## config.mk

```make
export PLATFORM = sky130hd
export DESIGN_NAME = tsc_startup
export DESIGN_NICKNAME = d
export VERILOG_FILES = /design/src/tsc_pkg.sv /design/src/tsc_ost.sv /design/src/tsc_startup.sv
export SDC_FILE = /design/constraint.sdc
export NUM_CORES = 1
export LEC_CHECK = 0
export BUFFER_PORTS_ARGS = -buffer_cell sky130_fd_sc_hd__buf_4
export CORE_UTILIZATION = 25
export CTS_CLUSTER_DIAMETER = 60
export CTS_CLUSTER_SIZE = 12
export DETAILED_ROUTE_END_ITERATION = 8
export HOLD_SLACK_MARGIN = 0.03
export SKIP_CTS_REPAIR_TIMING = 1
export SLEW_MARGIN = 15
export SYNTH_ARGS = -nofsm -noshare
export SYNTH_HDL_FRONTEND = slang
export SYNTH_SLANG_ARGS = --single-unit
```

## constraint.sdc

```tcl
create_clock -name clk_sys_i -period 4.2 [get_ports clk_sys_i]
set_input_delay 0.84 -clock clk_sys_i [delete_from_list [all_inputs] [get_ports clk_sys_i]]
set_output_delay 0.84 -clock clk_sys_i [all_outputs]
set_load 0.02 [all_outputs]
```

## src/tsc_pkg.sv

```systemverilog
// Package of the two-speed clock start-up block: constants, encodings, carriers.
// Assumes a single 125 MHz system clock and a synchronous active-high reset.
package tsc_pkg;

    ////////////////////////////////////////////////////////////////////////////
    // Timing
    localparam int CLK_MHZ        = 125;
    localparam int OST_COUNT      = 1024;
    localparam int EXT_WAKE_EDGES = 2;
    localparam int INT_SW_NS      = 2000;
    localparam int INT_SW_CYC     = (INT_SW_NS * CLK_MHZ + 999) / 1000;
    localparam int PLL_LOCK_US    = 2000;
    localparam int PLL_LOCK_CYC   = PLL_LOCK_US * CLK_MHZ;
    localparam int WARM_NS        = 5000;
    localparam int WARM_CYC       = (WARM_NS * CLK_MHZ + 999) / 1000;

    ////////////////////////////////////////////////////////////////////////////
    // Register map
    localparam logic [3:0] ADDR_CFG  = 4'h0;
    localparam logic [3:0] ADDR_CTRL = 4'h4;
    localparam logic [3:0] ADDR_STAT = 4'h8;

    localparam int CFG_MODE_LSB   = 0;
    localparam int CFG_SWITCHOVER = 3;
    localparam int CFG_FAIL_SAFE_CLOCK_MONITOR       = 4;
    localparam int CFG_POWER_UP_TIMER       = 5;
    localparam int CTRL_SCS_LSB   = 0;
    localparam int CTRL_LF        = 2;
    localparam int CTRL_PLL       = 3;
    localparam int STAT_FLAG      = 0;
    localparam int STAT_PLL       = 1;
    localparam int STAT_RUN       = 2;
    localparam int STAT_SRC_LSB   = 4;

    localparam logic [5:0] CFG_RST  = 6'h0a;
    localparam logic [3:0] CTRL_RST = 4'h0;

    ////////////////////////////////////////////////////////////////////////////
    // Encodings
    typedef enum logic [2:0] {
        MODE_LP  = 3'b000,
        MODE_XT  = 3'b001,
        MODE_HS  = 3'b010,
        MODE_RC  = 3'b011,
        MODE_INT = 3'b100
    } tsc_mode_e;

    typedef enum logic [1:0] {
        SRC_HF  = 2'b00,
        SRC_LF  = 2'b01,
        SRC_EXT = 2'b10,
        SRC_T1  = 2'b11
    } tsc_src_e;

    typedef enum logic [2:0] {
        ST_POR   = 3'b000,
        ST_SLEEP = 3'b001,
        ST_WAKE  = 3'b010,
        ST_TWO   = 3'b011,
        ST_RUN   = 3'b100,
        ST_PREP  = 3'b101,
        ST_OLD   = 3'b110,
        ST_NEW   = 3'b111
    } tsc_state_e;

    ////////////////////////////////////////////////////////////////////////////
    // Carriers
    typedef struct packed {
        logic [3:0] addr;
        logic [7:0] wdata;
        logic       wr;
        logic       rd;
    } tsc_bus_s;

    // Bit order matches tsc_src_e so a source code indexes the vector
    typedef struct packed {
        logic t1;
        logic ext;
        logic lf;
        logic hf;
    } tsc_osc_s;

    typedef struct packed {
        logic        prev;
        logic [10:0] cnt;
        logic        done;
    } tsc_ost_s;

    typedef struct packed {
        tsc_state_e  st;
        tsc_src_e    src;
        tsc_src_e    tgt;
        logic [9:0]  cnt;
        logic [17:0] pll_cnt;
        logic        pll_rdy;
        logic        flag;
        logic        run;
        logic        clk_out;
        logic [3:0]  prev;
        logic [5:0]  cfg;
        logic [3:0]  ctrl;
        logic [7:0]  rdata;
    } tsc_state_s;

endpackage

```

## src/tsc_ost.sv

```systemverilog
// Start-up timer: counts rising edges of a sampled oscillator up to the stable count.
// Assumes the oscillator level is already synchronous to clk_sys_i.
`timescale 1ns/1ps
module tsc_ost (
    input  wire logic clk_sys_i, // System clock
    input  wire logic srst_i,    // Synchronous reset
    input  wire logic clr_i,     // Restart the count
    input  wire logic osc_i,     // Sampled oscillator level
    output logic      done_o     // Stable count reached
);

    tsc_pkg::tsc_ost_s r;
    tsc_pkg::tsc_ost_s next_r;

    always_comb begin
        next_r      = r;
        next_r.prev = osc_i;
        if (clr_i) begin
            next_r.cnt  = 11'h000;
            next_r.done = 1'b0;
        end else if (osc_i && !r.prev && !r.done) begin
            next_r.cnt  = r.cnt + 11'h001;
            next_r.done = (r.cnt == 11'(tsc_pkg::OST_COUNT - 1));
        end
    end

    always_ff @(posedge clk_sys_i) begin
        if (srst_i) begin
            r <= '0;
        end else begin
            r <= next_r;
        end
    end

    assign done_o = r.done;
endmodule

```

## src/tsc_startup.sv

```systemverilog
// Two-speed clock start-up and clock source switching for the core clock.
// Assumes oscillator levels and core events are synchronous to clk_sys_i,
// and that the power-up timer is outside and reports its expiry as a level.
//
// How it works
// - crystal modes need 1024 oscillations before use
// - two-speed off for non-crystal oscillator modes
// - core runs on internal oscillator meanwhile
// - count done sets flag, switches to external
// - sleep before count done aborts, flag clear
// - needs switchover bit, select 00, crystal mode
// - starts after power-up timer and wake
// - fail-safe monitor also enables two-speed
// - external clock or RC wake waits two cycles
// - low-freq to external: one cycle each
// - wake onto crystal or timer osc waits 1024
// - switch to internal block takes 2 us
// - switch from run state to timer osc waits 1024
// - multiplier ready about 2 ms after enable
// - wake onto internal osc waits warm-up
`timescale 1ns/1ps
module tsc_startup #(
    parameter int PLL_CYC = tsc_pkg::PLL_LOCK_CYC
) (
    input  wire logic               clk_sys_i,      // System clock
    input  wire logic               srst_i,         // Synchronous reset, power-on
    input  wire tsc_pkg::tsc_bus_s  bus_i,          // Register request
    output logic [7:0]              rdata_o,        // Read data, cycle after read
    input  wire tsc_pkg::tsc_osc_s  osc_i,          // Oscillator levels
    input  wire logic               sleep_i,        // Sleep instruction pulse
    input  wire logic               wake_i,         // Wake-up event pulse
    input  wire logic               power_up_timer_expired_i, // Power-up timer expired
    output logic                    sys_clk_o,      // Selected core clock
    output tsc_pkg::tsc_src_e       src_o,          // Source now clocking core
    output logic                    run_o,          // Core may execute
    output logic                    ext_running_o,  // External oscillator running
    output logic                    pll_rdy_o       // Multiplier output usable
);

    tsc_pkg::tsc_state_s r;
    tsc_pkg::tsc_state_s next_r;

    logic [3:0]        osc_v;
    logic [3:0]        rise;
    logic [3:0]        fall;
    logic              ext_done;
    logic              t1_done;
    logic              ost_clr;
    logic              t1_clr;
    logic              xtal;
    logic              ts_en;
    logic              lim_hit;
    tsc_pkg::tsc_src_e want;

    ////////////////////////////////////////////////////////////////////////////
    // Decoding

    function automatic logic is_xtal(input logic [5:0] cfg);
        logic [2:0] m;
        m = cfg[tsc_pkg::CFG_MODE_LSB +: 3];
        return m == tsc_pkg::MODE_LP || m == tsc_pkg::MODE_XT || m == tsc_pkg::MODE_HS;
    endfunction

    function automatic tsc_pkg::tsc_src_e want_src(input logic [5:0] cfg,
                                                   input logic [3:0] ctrl);
        logic [1:0] system_clock_select;
        system_clock_select = ctrl[tsc_pkg::CTRL_SCS_LSB +: 2];
        if (system_clock_select == 2'b01) begin
            return tsc_pkg::SRC_T1;
        end else if (system_clock_select[1] || cfg[tsc_pkg::CFG_MODE_LSB +: 3] == tsc_pkg::MODE_INT) begin
            return ctrl[tsc_pkg::CTRL_LF] ? tsc_pkg::SRC_LF : tsc_pkg::SRC_HF;
        end
        return tsc_pkg::SRC_EXT;
    endfunction

    assign osc_v = osc_i;
    assign rise  = osc_v & ~r.prev;
    assign fall  = ~osc_v & r.prev;
    assign xtal  = is_xtal(r.cfg);
    assign want  = want_src(r.cfg, r.ctrl);
    assign ts_en = (r.cfg[tsc_pkg::CFG_SWITCHOVER] || r.cfg[tsc_pkg::CFG_FAIL_SAFE_CLOCK_MONITOR])
                && r.ctrl[tsc_pkg::CTRL_SCS_LSB +: 2] == 2'b00 && xtal;

    // Timers restart as a start-up period begins; the timer oscillator also
    // restarts when software asks to move onto it while in the run state
    assign ost_clr = (r.st == tsc_pkg::ST_POR
                      && (!r.cfg[tsc_pkg::CFG_POWER_UP_TIMER] || power_up_timer_expired_i))
                  || (r.st == tsc_pkg::ST_SLEEP && wake_i);
    assign t1_clr  = ost_clr || (r.st == tsc_pkg::ST_RUN && want == tsc_pkg::SRC_T1
                                 && r.src != tsc_pkg::SRC_T1);

    tsc_ost u_ext_ost (
        .clk_sys_i (clk_sys_i),
        .srst_i    (srst_i),
        .clr_i     (ost_clr),
        .osc_i     (osc_i.ext),
        .done_o    (ext_done)
    );

    tsc_ost u_t1_ost (
        .clk_sys_i (clk_sys_i),
        .srst_i    (srst_i),
        .clr_i     (t1_clr),
        .osc_i     (osc_i.t1),
        .done_o    (t1_done)
    );

    ////////////////////////////////////////////////////////////////////////////
    // Wait conditions

    always_comb begin
        lim_hit = 1'b0;
        if (r.st == tsc_pkg::ST_WAKE) begin
            if (ts_en || r.tgt == tsc_pkg::SRC_HF || r.tgt == tsc_pkg::SRC_LF) begin
                lim_hit = r.cnt >= 10'(tsc_pkg::WARM_CYC);
            end else if (r.tgt == tsc_pkg::SRC_T1) begin
                lim_hit = t1_done;
            end else if (xtal) begin
                lim_hit = ext_done;
            end else begin
                lim_hit = r.cnt >= 10'(tsc_pkg::EXT_WAKE_EDGES);
            end
        end else begin
            unique case (r.tgt)
                tsc_pkg::SRC_HF:  lim_hit = r.cnt >= 10'(tsc_pkg::INT_SW_CYC);
                tsc_pkg::SRC_LF:  lim_hit = 1'b1;
                tsc_pkg::SRC_EXT: lim_hit = !xtal || ext_done;
                tsc_pkg::SRC_T1:  lim_hit = t1_done;
            endcase
        end
    end

    ////////////////////////////////////////////////////////////////////////////
    // Next state

    always_comb begin
        next_r       = r;
        next_r.prev  = osc_v;
        next_r.rdata = 8'h00;

        if (bus_i.wr && bus_i.addr == tsc_pkg::ADDR_CFG) begin
            next_r.cfg = bus_i.wdata[5:0];
        end
        if (bus_i.wr && bus_i.addr == tsc_pkg::ADDR_CTRL) begin
            next_r.ctrl = bus_i.wdata[3:0];
        end
        if (bus_i.rd) begin
            unique case (bus_i.addr)
                tsc_pkg::ADDR_CFG:  next_r.rdata = {2'b00, r.cfg};
                tsc_pkg::ADDR_CTRL: next_r.rdata = {4'h0, r.ctrl};
                tsc_pkg::ADDR_STAT: next_r.rdata = {2'b00, r.src, 1'b0, r.run,
                                                    r.pll_rdy, r.flag};
                default:            next_r.rdata = 8'h00;
            endcase
        end

        // Multiplier lock time runs independently of the source machine
        if (!r.ctrl[tsc_pkg::CTRL_PLL]) begin
            next_r.pll_cnt = 18'h0_0000;
            next_r.pll_rdy = 1'b0;
        end else if (!r.pll_rdy) begin
            next_r.pll_cnt = r.pll_cnt + 18'h0_0001;
            next_r.pll_rdy = (r.pll_cnt == 18'(PLL_CYC - 1));
        end

        // Core clock follows its source; held low across a switch
        next_r.clk_out = osc_v[r.src];

        unique case (r.st)
            tsc_pkg::ST_POR, tsc_pkg::ST_SLEEP: begin
                next_r.clk_out = 1'b0;
                if (ost_clr) begin
                    next_r.st   = tsc_pkg::ST_WAKE;
                    next_r.tgt  = want;
                    next_r.cnt  = 10'h000;
                    next_r.flag = 1'b0;
                end
            end
            tsc_pkg::ST_WAKE: begin
                next_r.clk_out = 1'b0;
                if (r.tgt == tsc_pkg::SRC_EXT && !xtal && !ts_en) begin
                    next_r.cnt = r.cnt + {9'h000, rise[tsc_pkg::SRC_EXT]};
                end else begin
                    next_r.cnt = r.cnt + 10'h001;
                end
                if (lim_hit) begin
                    next_r.run = 1'b1;
                    if (ts_en) begin
                        next_r.src = tsc_pkg::SRC_HF;
                        next_r.st  = tsc_pkg::ST_TWO;
                    end else begin
                        next_r.src  = r.tgt;
                        next_r.st   = tsc_pkg::ST_RUN;
                        next_r.flag = r.tgt == tsc_pkg::SRC_EXT && xtal;
                    end
                end
            end
            tsc_pkg::ST_TWO: begin
                // Sleep wins over a count finishing in the same cycle
                if (ext_done && !sleep_i) begin
                    next_r.flag = 1'b1;
                    next_r.tgt  = tsc_pkg::SRC_EXT;
                    next_r.st   = tsc_pkg::ST_OLD;
                end
            end
            tsc_pkg::ST_RUN: begin
                if (want != r.src) begin
                    next_r.tgt = want;
                    next_r.cnt = 10'h000;
                    next_r.st  = tsc_pkg::ST_PREP;
                end
            end
            tsc_pkg::ST_PREP: begin
                next_r.tgt = want;
                next_r.cnt = (want == r.tgt) ? r.cnt + 10'h001 : 10'h000;
                if (want == r.src) begin
                    next_r.st = tsc_pkg::ST_RUN;
                end else if (want == r.tgt && lim_hit) begin
                    next_r.st = tsc_pkg::ST_OLD;
                end
            end
            tsc_pkg::ST_OLD: begin
                if (fall[r.src]) begin
                    next_r.clk_out = 1'b0;
                    next_r.st      = tsc_pkg::ST_NEW;
                end
            end
            tsc_pkg::ST_NEW: begin
                next_r.clk_out = 1'b0;
                if (fall[r.tgt]) begin
                    next_r.src = r.tgt;
                    next_r.st  = tsc_pkg::ST_RUN;
                    if (r.tgt == tsc_pkg::SRC_EXT && xtal) begin
                        next_r.flag = 1'b1;
                    end
                end
            end
        endcase

        if (sleep_i && r.st != tsc_pkg::ST_POR && r.st != tsc_pkg::ST_SLEEP
            && r.st != tsc_pkg::ST_WAKE) begin
            next_r.st      = tsc_pkg::ST_SLEEP;
            next_r.run     = 1'b0;
            next_r.clk_out = 1'b0;
            next_r.flag    = 1'b0;
        end
    end

    always_ff @(posedge clk_sys_i) begin
        if (srst_i) begin
            r      <= '0;
            r.cfg  <= tsc_pkg::CFG_RST;
            r.ctrl <= tsc_pkg::CTRL_RST;
        end else begin
            r <= next_r;
        end
    end

    assign rdata_o       = r.rdata;
    assign sys_clk_o     = r.clk_out;
    assign src_o         = r.src;
    assign run_o         = r.run;
    assign ext_running_o = r.flag;
    assign pll_rdy_o     = r.pll_rdy;
endmodule
```

==> impl_summary.md, run 1 <==
Outcome
The flow ran to the end, and the final reports show no timing, DRC or antenna violations.

Worst hold path
The endpoint of the worst hold-timing path is r[42]. The origin of the worst min-delay path is r[42]. The worst hold path was traced through 2 stages.

The class of the tightest hold or removal check is flop to flop.

Place
The post-place setup slack is 1.66 ns. The congestion estimate from routability-driven global placement came to 0.846. The instance count after placement with tap cells included is 763.

The count of buffers added on input and output ports is 32. The sum of net half-perimeters after detailed placement is 7330 µm.

STA
Headroom to the max-slew limit came out at 45.3%. The measured slew at the worst slew-check pin is around 0.81 ns. Adding up every negative setup slack in the final design gives 0 ns. Setup repair after global routing left no endpoint under its margin. The count of final setup violators is 0. The max-slew violation count is 0.

Setup slack closes at 1.74 ns. The final period demand of the worst path is ~2.5 ns. For the final database, setup skew stands at 0.00953 ns.

The number of endpoints with negative hold slack in the final report came to 0. The achievable clock frequency is 0.407 GHz. The period utilization is 58.5%.

Die
For this design the top-level I/O count stands at 37. The floorplan step set the die width to 136 µm. The die extent in y is roughly 140 µm.

The area of the placeable core is 17500 µm². Once the floorplan was initialized, standard cells occupied 25.8% of the core. The cell row count is 48. The die outline area is 18600 µm².

Setup path
Setup slack on the worst reg-to-reg path comes out at 1.74 ns. The worst flop-to-flop path startpoint is r[59]. The data arrival at the endpoint of the critical path is 2.73 ns.

STA classifies the critical path endpoint as a flop. The endpoint identified for the worst register-to-register timing path is r[53]. The depth of the worst register-to-register path is 6.

The startpoint-to-endpoint class of the critical path is flop to flop. The worst setup path is launched from a flop. STA puts the critical path data required time at 4.47 ns. The highest fanout seen on the critical path is 17.

Layout
The final-stage net count is 581. Leaving out filler cells and counting taps, the final layout contains around 780. From synthesis to final layout, the design area changed by 14.4%. 0 antenna diodes ended up in the layout. The share of cells above drive strength 1 is ~11%.

GRT
The first global-routing pass estimated 17000 µm of wire. The pin count of the biggest net entering global routing is 37. The initial antenna violation count came to 0. The number of global-route vias before repair is 3389. In the global route stage, overall resource usage came out at 11.7%.

The final global-route overflow total is 0.

Route
In the final routed layout, each cell accounts on average for between 10 and 15 µm. The total routed wirelength is slightly above 10000 µm. The via count of the routed design is 3726. The via density per instance is 4.78. The number of optimization iterations in the first detailed-route pass is 4.

The count of nets left with antenna violations once routing finished came out at 0. For this run, design rule violations remaining after detail routing come to 0. The number of violations reported at the end of detailed-routing iteration 0 is between 200 and 250.

CTS
The number of sinks handled by clock tree synthesis is 83. The tree is rooted in a sky130_fd_sc_hd__clkbuf_16. The CTS tree is done.

At the later pin of the worst-skew pair, clock insertion delay measures 0.35 ns. Clock-pin slew was measured on the worst setup and hold paths at 0.07 ns. In this run the number of H-tree levels came out at 3.

In this run, CTS created clock tree buffers numbering 9. The longest clock path from root to sink contains 2 buffers.

Logic synthesis
The proportion of synthesized flip-flops having asynchronous set or reset is 0%. The Yosys step of the flow raised 0 warnings. The share of the Yosys chip area taken by registers is between 30% and 40%.

In this run, synthesis inferred 0 flip-flops with an integrated enable. Summing every instance area after synthesis gives 4510 µm². Dividing the synthesized area by the synthesized cell count gives between 8 and 9 µm². The main flop type after synthesis is sky130_fd_sc_hd__dfxtp_1.

After synthesis, the netlist uses 67 different library cells. After technology mapping, the gate count stands at roughly 540. After synthesis the netlist holds a flip-flop and latch count of 83.

Power and ir drop
Dividing total power by cell area gives a power density of roughly 410 nW/µm². The leakage component of the power is 0.00190 µW. The worst-case IR drop observed on VDD is 233 µV.

Job
Across the run, the number of max-cap violations was 0.
routing by layer:
metal  vias up  global-route usage [%]  share of wire [%]
li1       1900                       -                  -
met1      1738                    16.2                 51
met2        80                    16.8                 41
met3         8                    3.39                6.1
met4         0                    4.32                1.2
met5         -                       0                  0
sequential cells by signal, indices dropped and copies added, names as in the netlist:
| register | flops |
|---|---|
| u_ext_ost.r | 11 |
| r | 47 |
| pll_rdy_o | 1 |
| u_t1_ost.done_o | 1 |
| src_o | 2 |
| rdata_o | 6 |
| ext_running_o | 1 |
| u_t1_ost.r | 11 |
| run_o | 1 |
| u_ext_ost.done_o | 1 |
| sys_clk_o | 1 |
final cells by class:
cell class / count / area, µm²
Tap cell: 225 / 282
Inverter: 13 / 48.8
Multi-Input combinational cell: 410 / 2620
Clock buffer: 9 / 225
Clock inverter: 7 / 81.3
Sequential cell: 83 / 1660
Timing Repair Buffer: 32 / 240
Fill cell: 1863 / 12300
worst max-delay path, stage by stage (launching register included):
cell and delay, ns:
sky130_fd_sc_hd__dfxtp_1 0.65, sky130_fd_sc_hd__nor2b_1 0.33, sky130_fd_sc_hd__nand2_1 0.25, sky130_fd_sc_hd__nor3_1 0.72, sky130_fd_sc_hd__and2_1 0.22, sky130_fd_sc_hd__o21ai_0 0.07, sky130_fd_sc_hd__a31oi_1 0.13
worst max path at each step:
stage | from | to | slack (ns) | cells after the start
after floorplan | osc_i[3] | r[58] | 1.98 | 6
after global placement | osc_i[2] | r[58] | 1.66 | 7
after detailed placement | osc_i[2] | r[58] | 1.66 | 7
after CTS | r[59] | r[53] | 1.72 | 6
after global routing | r[59] | r[53] | 1.49 | 6
final | r[59] | r[53] | 1.74 | 6
report_power, final:
group	internal (µW)	switching, µW
Combinational	172	256
Clock	470	342
Sequential	819	82.2
synth_stat cells, drive strengths merged (4+ instances only):
master  instances  area share (%)
a31oi           7             1.3
nor3           12             1.3
xor2           27             5.2
nand4          12             1.7
nand2          33             2.7
dfxtp          83              37
buf            16             2.4
and3            8             1.1
nand3          30             3.3
o21ai          13             1.4
o211ai          4            0.67
nand2b          9             1.2
nor2           93             7.7
nor3b           4            0.67
nor4b           4            0.78
nor2b          21             2.9
nor4            4            0.55
mux2i          24             5.3
or3             4            0.67
ha              9             2.5
inv            13             1.1
clkbuf         20             1.7
a21oi          21             2.4
xnor2          15             2.9
metrics by stage:
| stage | power, µW | hold WS (ns) | area (µm²) | util, % |
|---|---|---|---|---|
| floorplan | 1240 | 0.458 | 4520 | - |
| global placement | 1350 | 0.474 | 4850 | 27.8 |
| detailed placement | 1340 | 0.483 | 4850 | 27.8 |
| CTS | 2170 | 0.493 | 5160 | 29.5 |
| global route | 2260 | 0.536 | 5160 | 29.5 |
| finish | 2140 | 0.490 | 5160 | 29.5 |
cells by family after synthesis:
kind of cell,synth area share [%]
multiplexers,7.07
other,0.0831
adder cells (fa/ha/maj),2.50
XOR/XNOR,8.15
AND/OR/NAND/NOR,27.0
flip-flops,36.8
buffers and inverters,5.16
AO/OA/AOI/OAI,13.2
cell usage in the layout, fill, tap and decap left out, types with 3 or more instances in the layout:
cell type,n
sky130_fd_sc_hd__nor2_1,93
sky130_fd_sc_hd__dfxtp_1,83
sky130_fd_sc_hd__nand2_1,33
sky130_fd_sc_hd__buf_4,32
sky130_fd_sc_hd__nand3_1,30
sky130_fd_sc_hd__xor2_1,27
sky130_fd_sc_hd__mux2i_1,24
sky130_fd_sc_hd__nor2b_1,21
sky130_fd_sc_hd__a21oi_1,20
sky130_fd_sc_hd__xnor2_1,15
sky130_fd_sc_hd__inv_1,13
sky130_fd_sc_hd__o21ai_0,13
sky130_fd_sc_hd__nand4_1,12
sky130_fd_sc_hd__nor3_1,12
sky130_fd_sc_hd__nand2b_1,9
sky130_fd_sc_hd__ha_1,9
sky130_fd_sc_hd__clkbuf_16,9
sky130_fd_sc_hd__and3_1,8
sky130_fd_sc_hd__a31oi_1,6
sky130_fd_sc_hd__nor3b_1,4
sky130_fd_sc_hd__nor4_1,4
sky130_fd_sc_hd__nor4b_1,4
sky130_fd_sc_hd__o211ai_1,4
sky130_fd_sc_hd__inv_6,4
sky130_fd_sc_hd__and4_1,3
sky130_fd_sc_hd__mux2_2,3
sky130_fd_sc_hd__or3_1,3
sky130_fd_sc_hd__a211oi_1,3
sky130_fd_sc_hd__a311o_1,3
sky130_fd_sc_hd__o31a_1,3
(Power assumes the default switching activity.)
==> inputs of run 2 (changes only) <==
--- a/config.mk
+++ b/config.mk
@@ -5,6 +5,7 @@
 export SDC_FILE = /design/constraint.sdc
 export NUM_CORES = 1
 export LEC_CHECK = 0
+export ABC_AREA = 1
 export BUFFER_PORTS_ARGS = -buffer_cell sky130_fd_sc_hd__buf_4
 export CORE_UTILIZATION = 25
 export CTS_CLUSTER_DIAMETER = 60
==> constraint.sdc (replaced) <==
create_clock -name clk_sys_i -period 2.05 [get_ports clk_sys_i]
set_input_delay 0.41 -clock clk_sys_i [delete_from_list [all_inputs] [get_ports clk_sys_i]]
set_output_delay 0.41 -clock clk_sys_i [all_outputs]
set_load 0.02 [all_outputs]
==> run 2 against run 1 <==
The run now ends with design-rule violations left. Final area up 7.2%. Area after synthesis up 3.8%. Combinational power rose to 3.2 times the previous value. Critical path type unchanged. Sequential power up 110%. Worst hold slack worse by 0.20 ns. Die area up 3.7%. Synthesized cell count up 28%. Register-to-register slack worse by 1.6 ns.
==> impl_summary.md, run 2 <==
Logic synthesis
The synthesized-area fraction occupied by and/or/nand/nor cells is 32.1% (+5.1 points). The number of synthesized flops with an enable pin is 0 (unchanged). The synthesized netlist cell count is 695 (+28%). Yosys instantiated no cell more often than sky130_fd_sc_hd__nand2_1.

After synthesis, the largest family of logic cells by area is simple AND/OR/NAND/NOR gates. By area the synthesized netlist is led by sky130_fd_sc_hd__dfxtp_1 35%, sky130_fd_sc_hd__nand2_1 11%, sky130_fd_sc_hd__a21oi_1 7.6%. The number of synthesized register bits is 83 (unchanged).

The number of warnings issued by yosys was 0 (unchanged). In the synthesized netlist, the cells that appear most often are 139 x sky130_fd_sc_hd__nand2_1, 94 x sky130_fd_sc_hd__inv_1, 85 x sky130_fd_sc_hd__nor2_1, 83 x sky130_fd_sc_hd__dfxtp_1, 71 x sky130_fd_sc_hd__a21oi_1. For this run, the leading register cell type out of synthesis is sky130_fd_sc_hd__dfxtp_1. The cell taking the most area after synthesis is sky130_fd_sc_hd__dfxtp_1. The share of the synthesized netlist area taken by xor and xnor gates is 3.37% (-4.8 points). The synthesized-area fraction occupied by adder cells came to 2.41% (-0.091 points). The proportion of synthesized flip-flops having asynchronous set or reset is 0% (unchanged). The post-synthesis compound-gate area fraction came to 15.5% (+2.3 points).

The multiplexer share of the synthesized area is 0% (-7.1 points). The share of Yosys cell area claimed by the top area cell type was 35.5% (-1.3 points). The part of the Yosys area used for sequential elements is 35.5% (-1.3 points).

The cell area after technology mapping is 4680 µm² (+3.8%). The number of distinct library cells after synthesis came to 40 (-40%). The mean instance size in the synthesized netlist came to 6.74 µm² (-19%).

Place
The post-detailed-placement cell area is 5170 µm² (+6.6%). The final estimated routing congestion in global placement was 0.874 (+3.3%). The quantity of I/O buffers inserted on ports is 32 (unchanged). The sum of net half-perimeters after detailed placement came to 8250 µm (+13%).

CTS
The clock transition at the register clock pins on the worst setup and hold paths after CTS is 0.06 ns (about the same). The maximum clock insertion buffer count was 2 (unchanged). The CTS H-tree depth is 3 (unchanged). The root buffer cell is sky130_fd_sc_hd__clkbuf_16.

The number of buffers inserted during clock tree synthesis is 9 (unchanged). The latest clock arrival within the worst-skew pair is 0.34 ns (about the same). The number of sinks handled by clock tree synthesis came to 83 (unchanged). The CTS tree is done.

Die
The die extent in y is 139 µm (+1.8%). The cell row count is 49 (+2.1%). The die outline area is 19300 µm² (+3.7%). The horizontal extent of the die came to 139 µm (+1.8%). The initial core utilization was 25.8% (about the same). The number of placed I/O pins is 37 (unchanged). The area of the placeable core is 18100 µm² (+3.8%).

Setup path
The critical path startpoint category is a flop. The required time of the critical path is 2.27 ns (-2.20 ns). The kind of end point of the critical path is a flop. The slack of the worst reg-to-reg path is 0.16 ns (-1.58 ns).

The highest fanout seen on the critical path is 3 (-14). The startpoint-to-endpoint class of the critical path is flop to flop. The data arrival at the endpoint of the critical path is 2.11 ns (-0.62 ns).

Layout
The library cell used most frequently in the layout, excluding fill and tap cells, is sky130_fd_sc_hd__nand2_1. In the final layout, the registers with the most flip-flops are r (47), u_ext_ost.r (11), u_t1_ost.r (11). The number of filler instances in the final layout was 1986 (+6.6%). The area used by multi-input combinational logic is 2540 µm² (-3.2%). The final instance area is 5530 µm² (+7.2%). The number of antenna cells inserted was 0 (unchanged). The synthesis-to-layout area growth is 18.1%. The register ranked first by flip-flop count is r. The final-stage net count is 761 (+31%). The total area of sequential cells is 1660 µm² (+0.15%). The share of cells above drive strength 1 was 14.2% (+3.0 points).

The top cell types in the final layout, fill and taps aside, are 137 x sky130_fd_sc_hd__nand2_1, 94 x sky130_fd_sc_hd__inv_1, 84 x sky130_fd_sc_hd__nor2_1. The flip-flop count of the largest register, all copies and words added was 47 (unchanged).

Route
The routed wire length per instance is 11.1 µm (-14%). The via density per instance came to 4.44 (-7.2%). The number of violations reported at the end of detailed-routing iteration 0 is 200 (-6.1%).

The via count of the routed design came to 4271 (+15%). The detailed-route DRC error count is 2 (+2). The total routed wirelength was 10700 µm (+5.8%). The number of antenna-violating nets in the routed design was 0 (unchanged). The number of optimization iterations in the first detailed-route pass was 9 (+5).

STA
The count of final setup violators is 0 (unchanged). The worst clock skew came to 0.00723 ns (-0.00230 ns). The post-route worst hold slack is 0.289 ns (-0.201 ns). Setup repair after global routing left no endpoint under its margin. The max-slew violation count is 0 (unchanged). The period utilization is 92.0% (+33 points). The number of endpoints with negative hold slack in the final report is 0 (unchanged). The achievable clock frequency is 0.530 GHz (+30%). The final period demand of the worst path is 1.89 ns (-0.572 ns).

The summed negative setup slack over all endpoints is 0 ns (unchanged).

GRT
The final global-route overflow total is 0 (unchanged). The first-pass GRT wire length came to 18500 µm (+9.0%). The number of global-route vias before repair was 3960 (+17%). The initial antenna violation count is 0 (unchanged). The total routing usage reported by global routing is 11.7% (+0.085 points).

The pin count of the biggest net entering global routing is 24 (-35%).

Power and ir drop
The relative contribution of combinational cells to total power is 27.7% (+7.7 points). The power density over cell area is 904 nW/µm² (+120%). The leakage component of the power is 0.00223 µW (+17%). The fraction of power spent switching nets is 34.2% (+2.5 points).

The clock power share came to 35.3% (-2.6 points). The maximum VDD drop is 441 µV (+90%). The internal power came to 3290 µW (+120%).

The switching power of the nets came to 1710 µW (+150%). The power share of the sequential group is 37.0% (-5.1 points).

Job
The count of max-cap constraint violations is 0 (unchanged).

Worst hold path
The min-delay analysis places its worst path in the category input port to flop.

Outcome
The final reports fail on design-rule violations. The flow ran to the end, but the final reports show violations.
## run 2: cell types whose count changed after synthesis, sizes merged, moves of 5 or more
cell	delta
nand2	+111
a21oi	+51
nand2b	-9
clkbuf	-14
xnor2	-13
nand3	+16
inv	+86
nor2	+6
xor2	-11
mux2i	-24
o21ai	+33
and3	-8
nor2b	-21
a31oi	-5
## run 2: power by group through the flow
stage          Sequential, µW  Combinational, µW  Clock, µW
2_1_floorplan            1820               1010          0
3_3_place_gp             1880               1330          0
3_5_place_dp             1880               1330          0
4_1_cts                  1840               1340       1830
5_1_grt                  1870               1570       1880
6_report                 1850               1380       1770
## run 2: worst max-delay path, stage by stage, from the launching register on
cell and delay, ns:
sky130_fd_sc_hd__dfxtp_1 0.31, sky130_fd_sc_hd__nor2_2 0.12, sky130_fd_sc_hd__ha_2 0.19, sky130_fd_sc_hd__ha_1 0.16
sky130_fd_sc_hd__nand3_1 0.10, sky130_fd_sc_hd__or2_2 0.32, sky130_fd_sc_hd__nor2_1 0.12, sky130_fd_sc_hd__xor2_1 0.15
sky130_fd_sc_hd__nand2_1 0.06, sky130_fd_sc_hd__nand3_1 0.06, sky130_fd_sc_hd__o21a_1 0.11, sky130_fd_sc_hd__a21oi_1 0.05
## run 2: logic make-up (layout without fill, tap and decap cells)
| family | after synthesis | in the layout |
|---|---|---|
| buffers and inverters | 123 | 160 |
| DFF | 83 | 83 |
| and+or+nand+nor | 327 | 327 |
| other | 1 | 2 |
| xor gates and xnor gates | 18 | 18 |
| AOI/OAI and AO/OA | 134 | 134 |
| adders and majority gates | 9 | 9 |
## run 2: cell type report
type | instances | share of cell area [%]
multi-input combinational | 490 | 45.9
sequential | 83 | 30.1
inverter | 99 | 6.72
timing repair buffer | 46 | 6.25
tap | 229 | 5.18
clock buffer | 10 | 4.32
clock inverter | 5 | 1.54
## run 2: final timing paths
path                                startpoint             end  depth (start not counted)
worst min-delay path                  osc_i[1]           r[19]                          3
worst min register to register  u_t1_ost.r[11]  u_t1_ost.r[11]                          2
worst max register to register           r[20]           r[52]                         11
worst max-delay path                     r[20]           r[52]                         11
## run 2: through the flow
| step | cells | utilization, % | total power [µW] | worst slack, ns |
|---|---|---|---|---|
| 2_1_floorplan | 696 | - | 2830 | 0.102 |
| 3_5_place_dp | 947 | 28.5 | 3210 | -0.109 |
| 5_1_grt | 962 | 30.5 | 5320 | 0.0132 |
| 3_3_place_gp | 947 | 28.5 | 3210 | -0.124 |
| 6_report | 962 | 30.5 | 5000 | 0.165 |
| 4_1_cts | 962 | 30.3 | 5010 | 0.121 |
## run 2: per-layer routing
metal | up-vias | GRT usage [%] | part of all wire [%]
li1 | 2300 | - | -
met1 | 1893 | 14.2 | 47
met2 | 61 | 20.4 | 48
met3 | 17 | 2.31 | 3.3
met4 | 0 | 4.50 | 2.1
met5 | - | 0 | 0
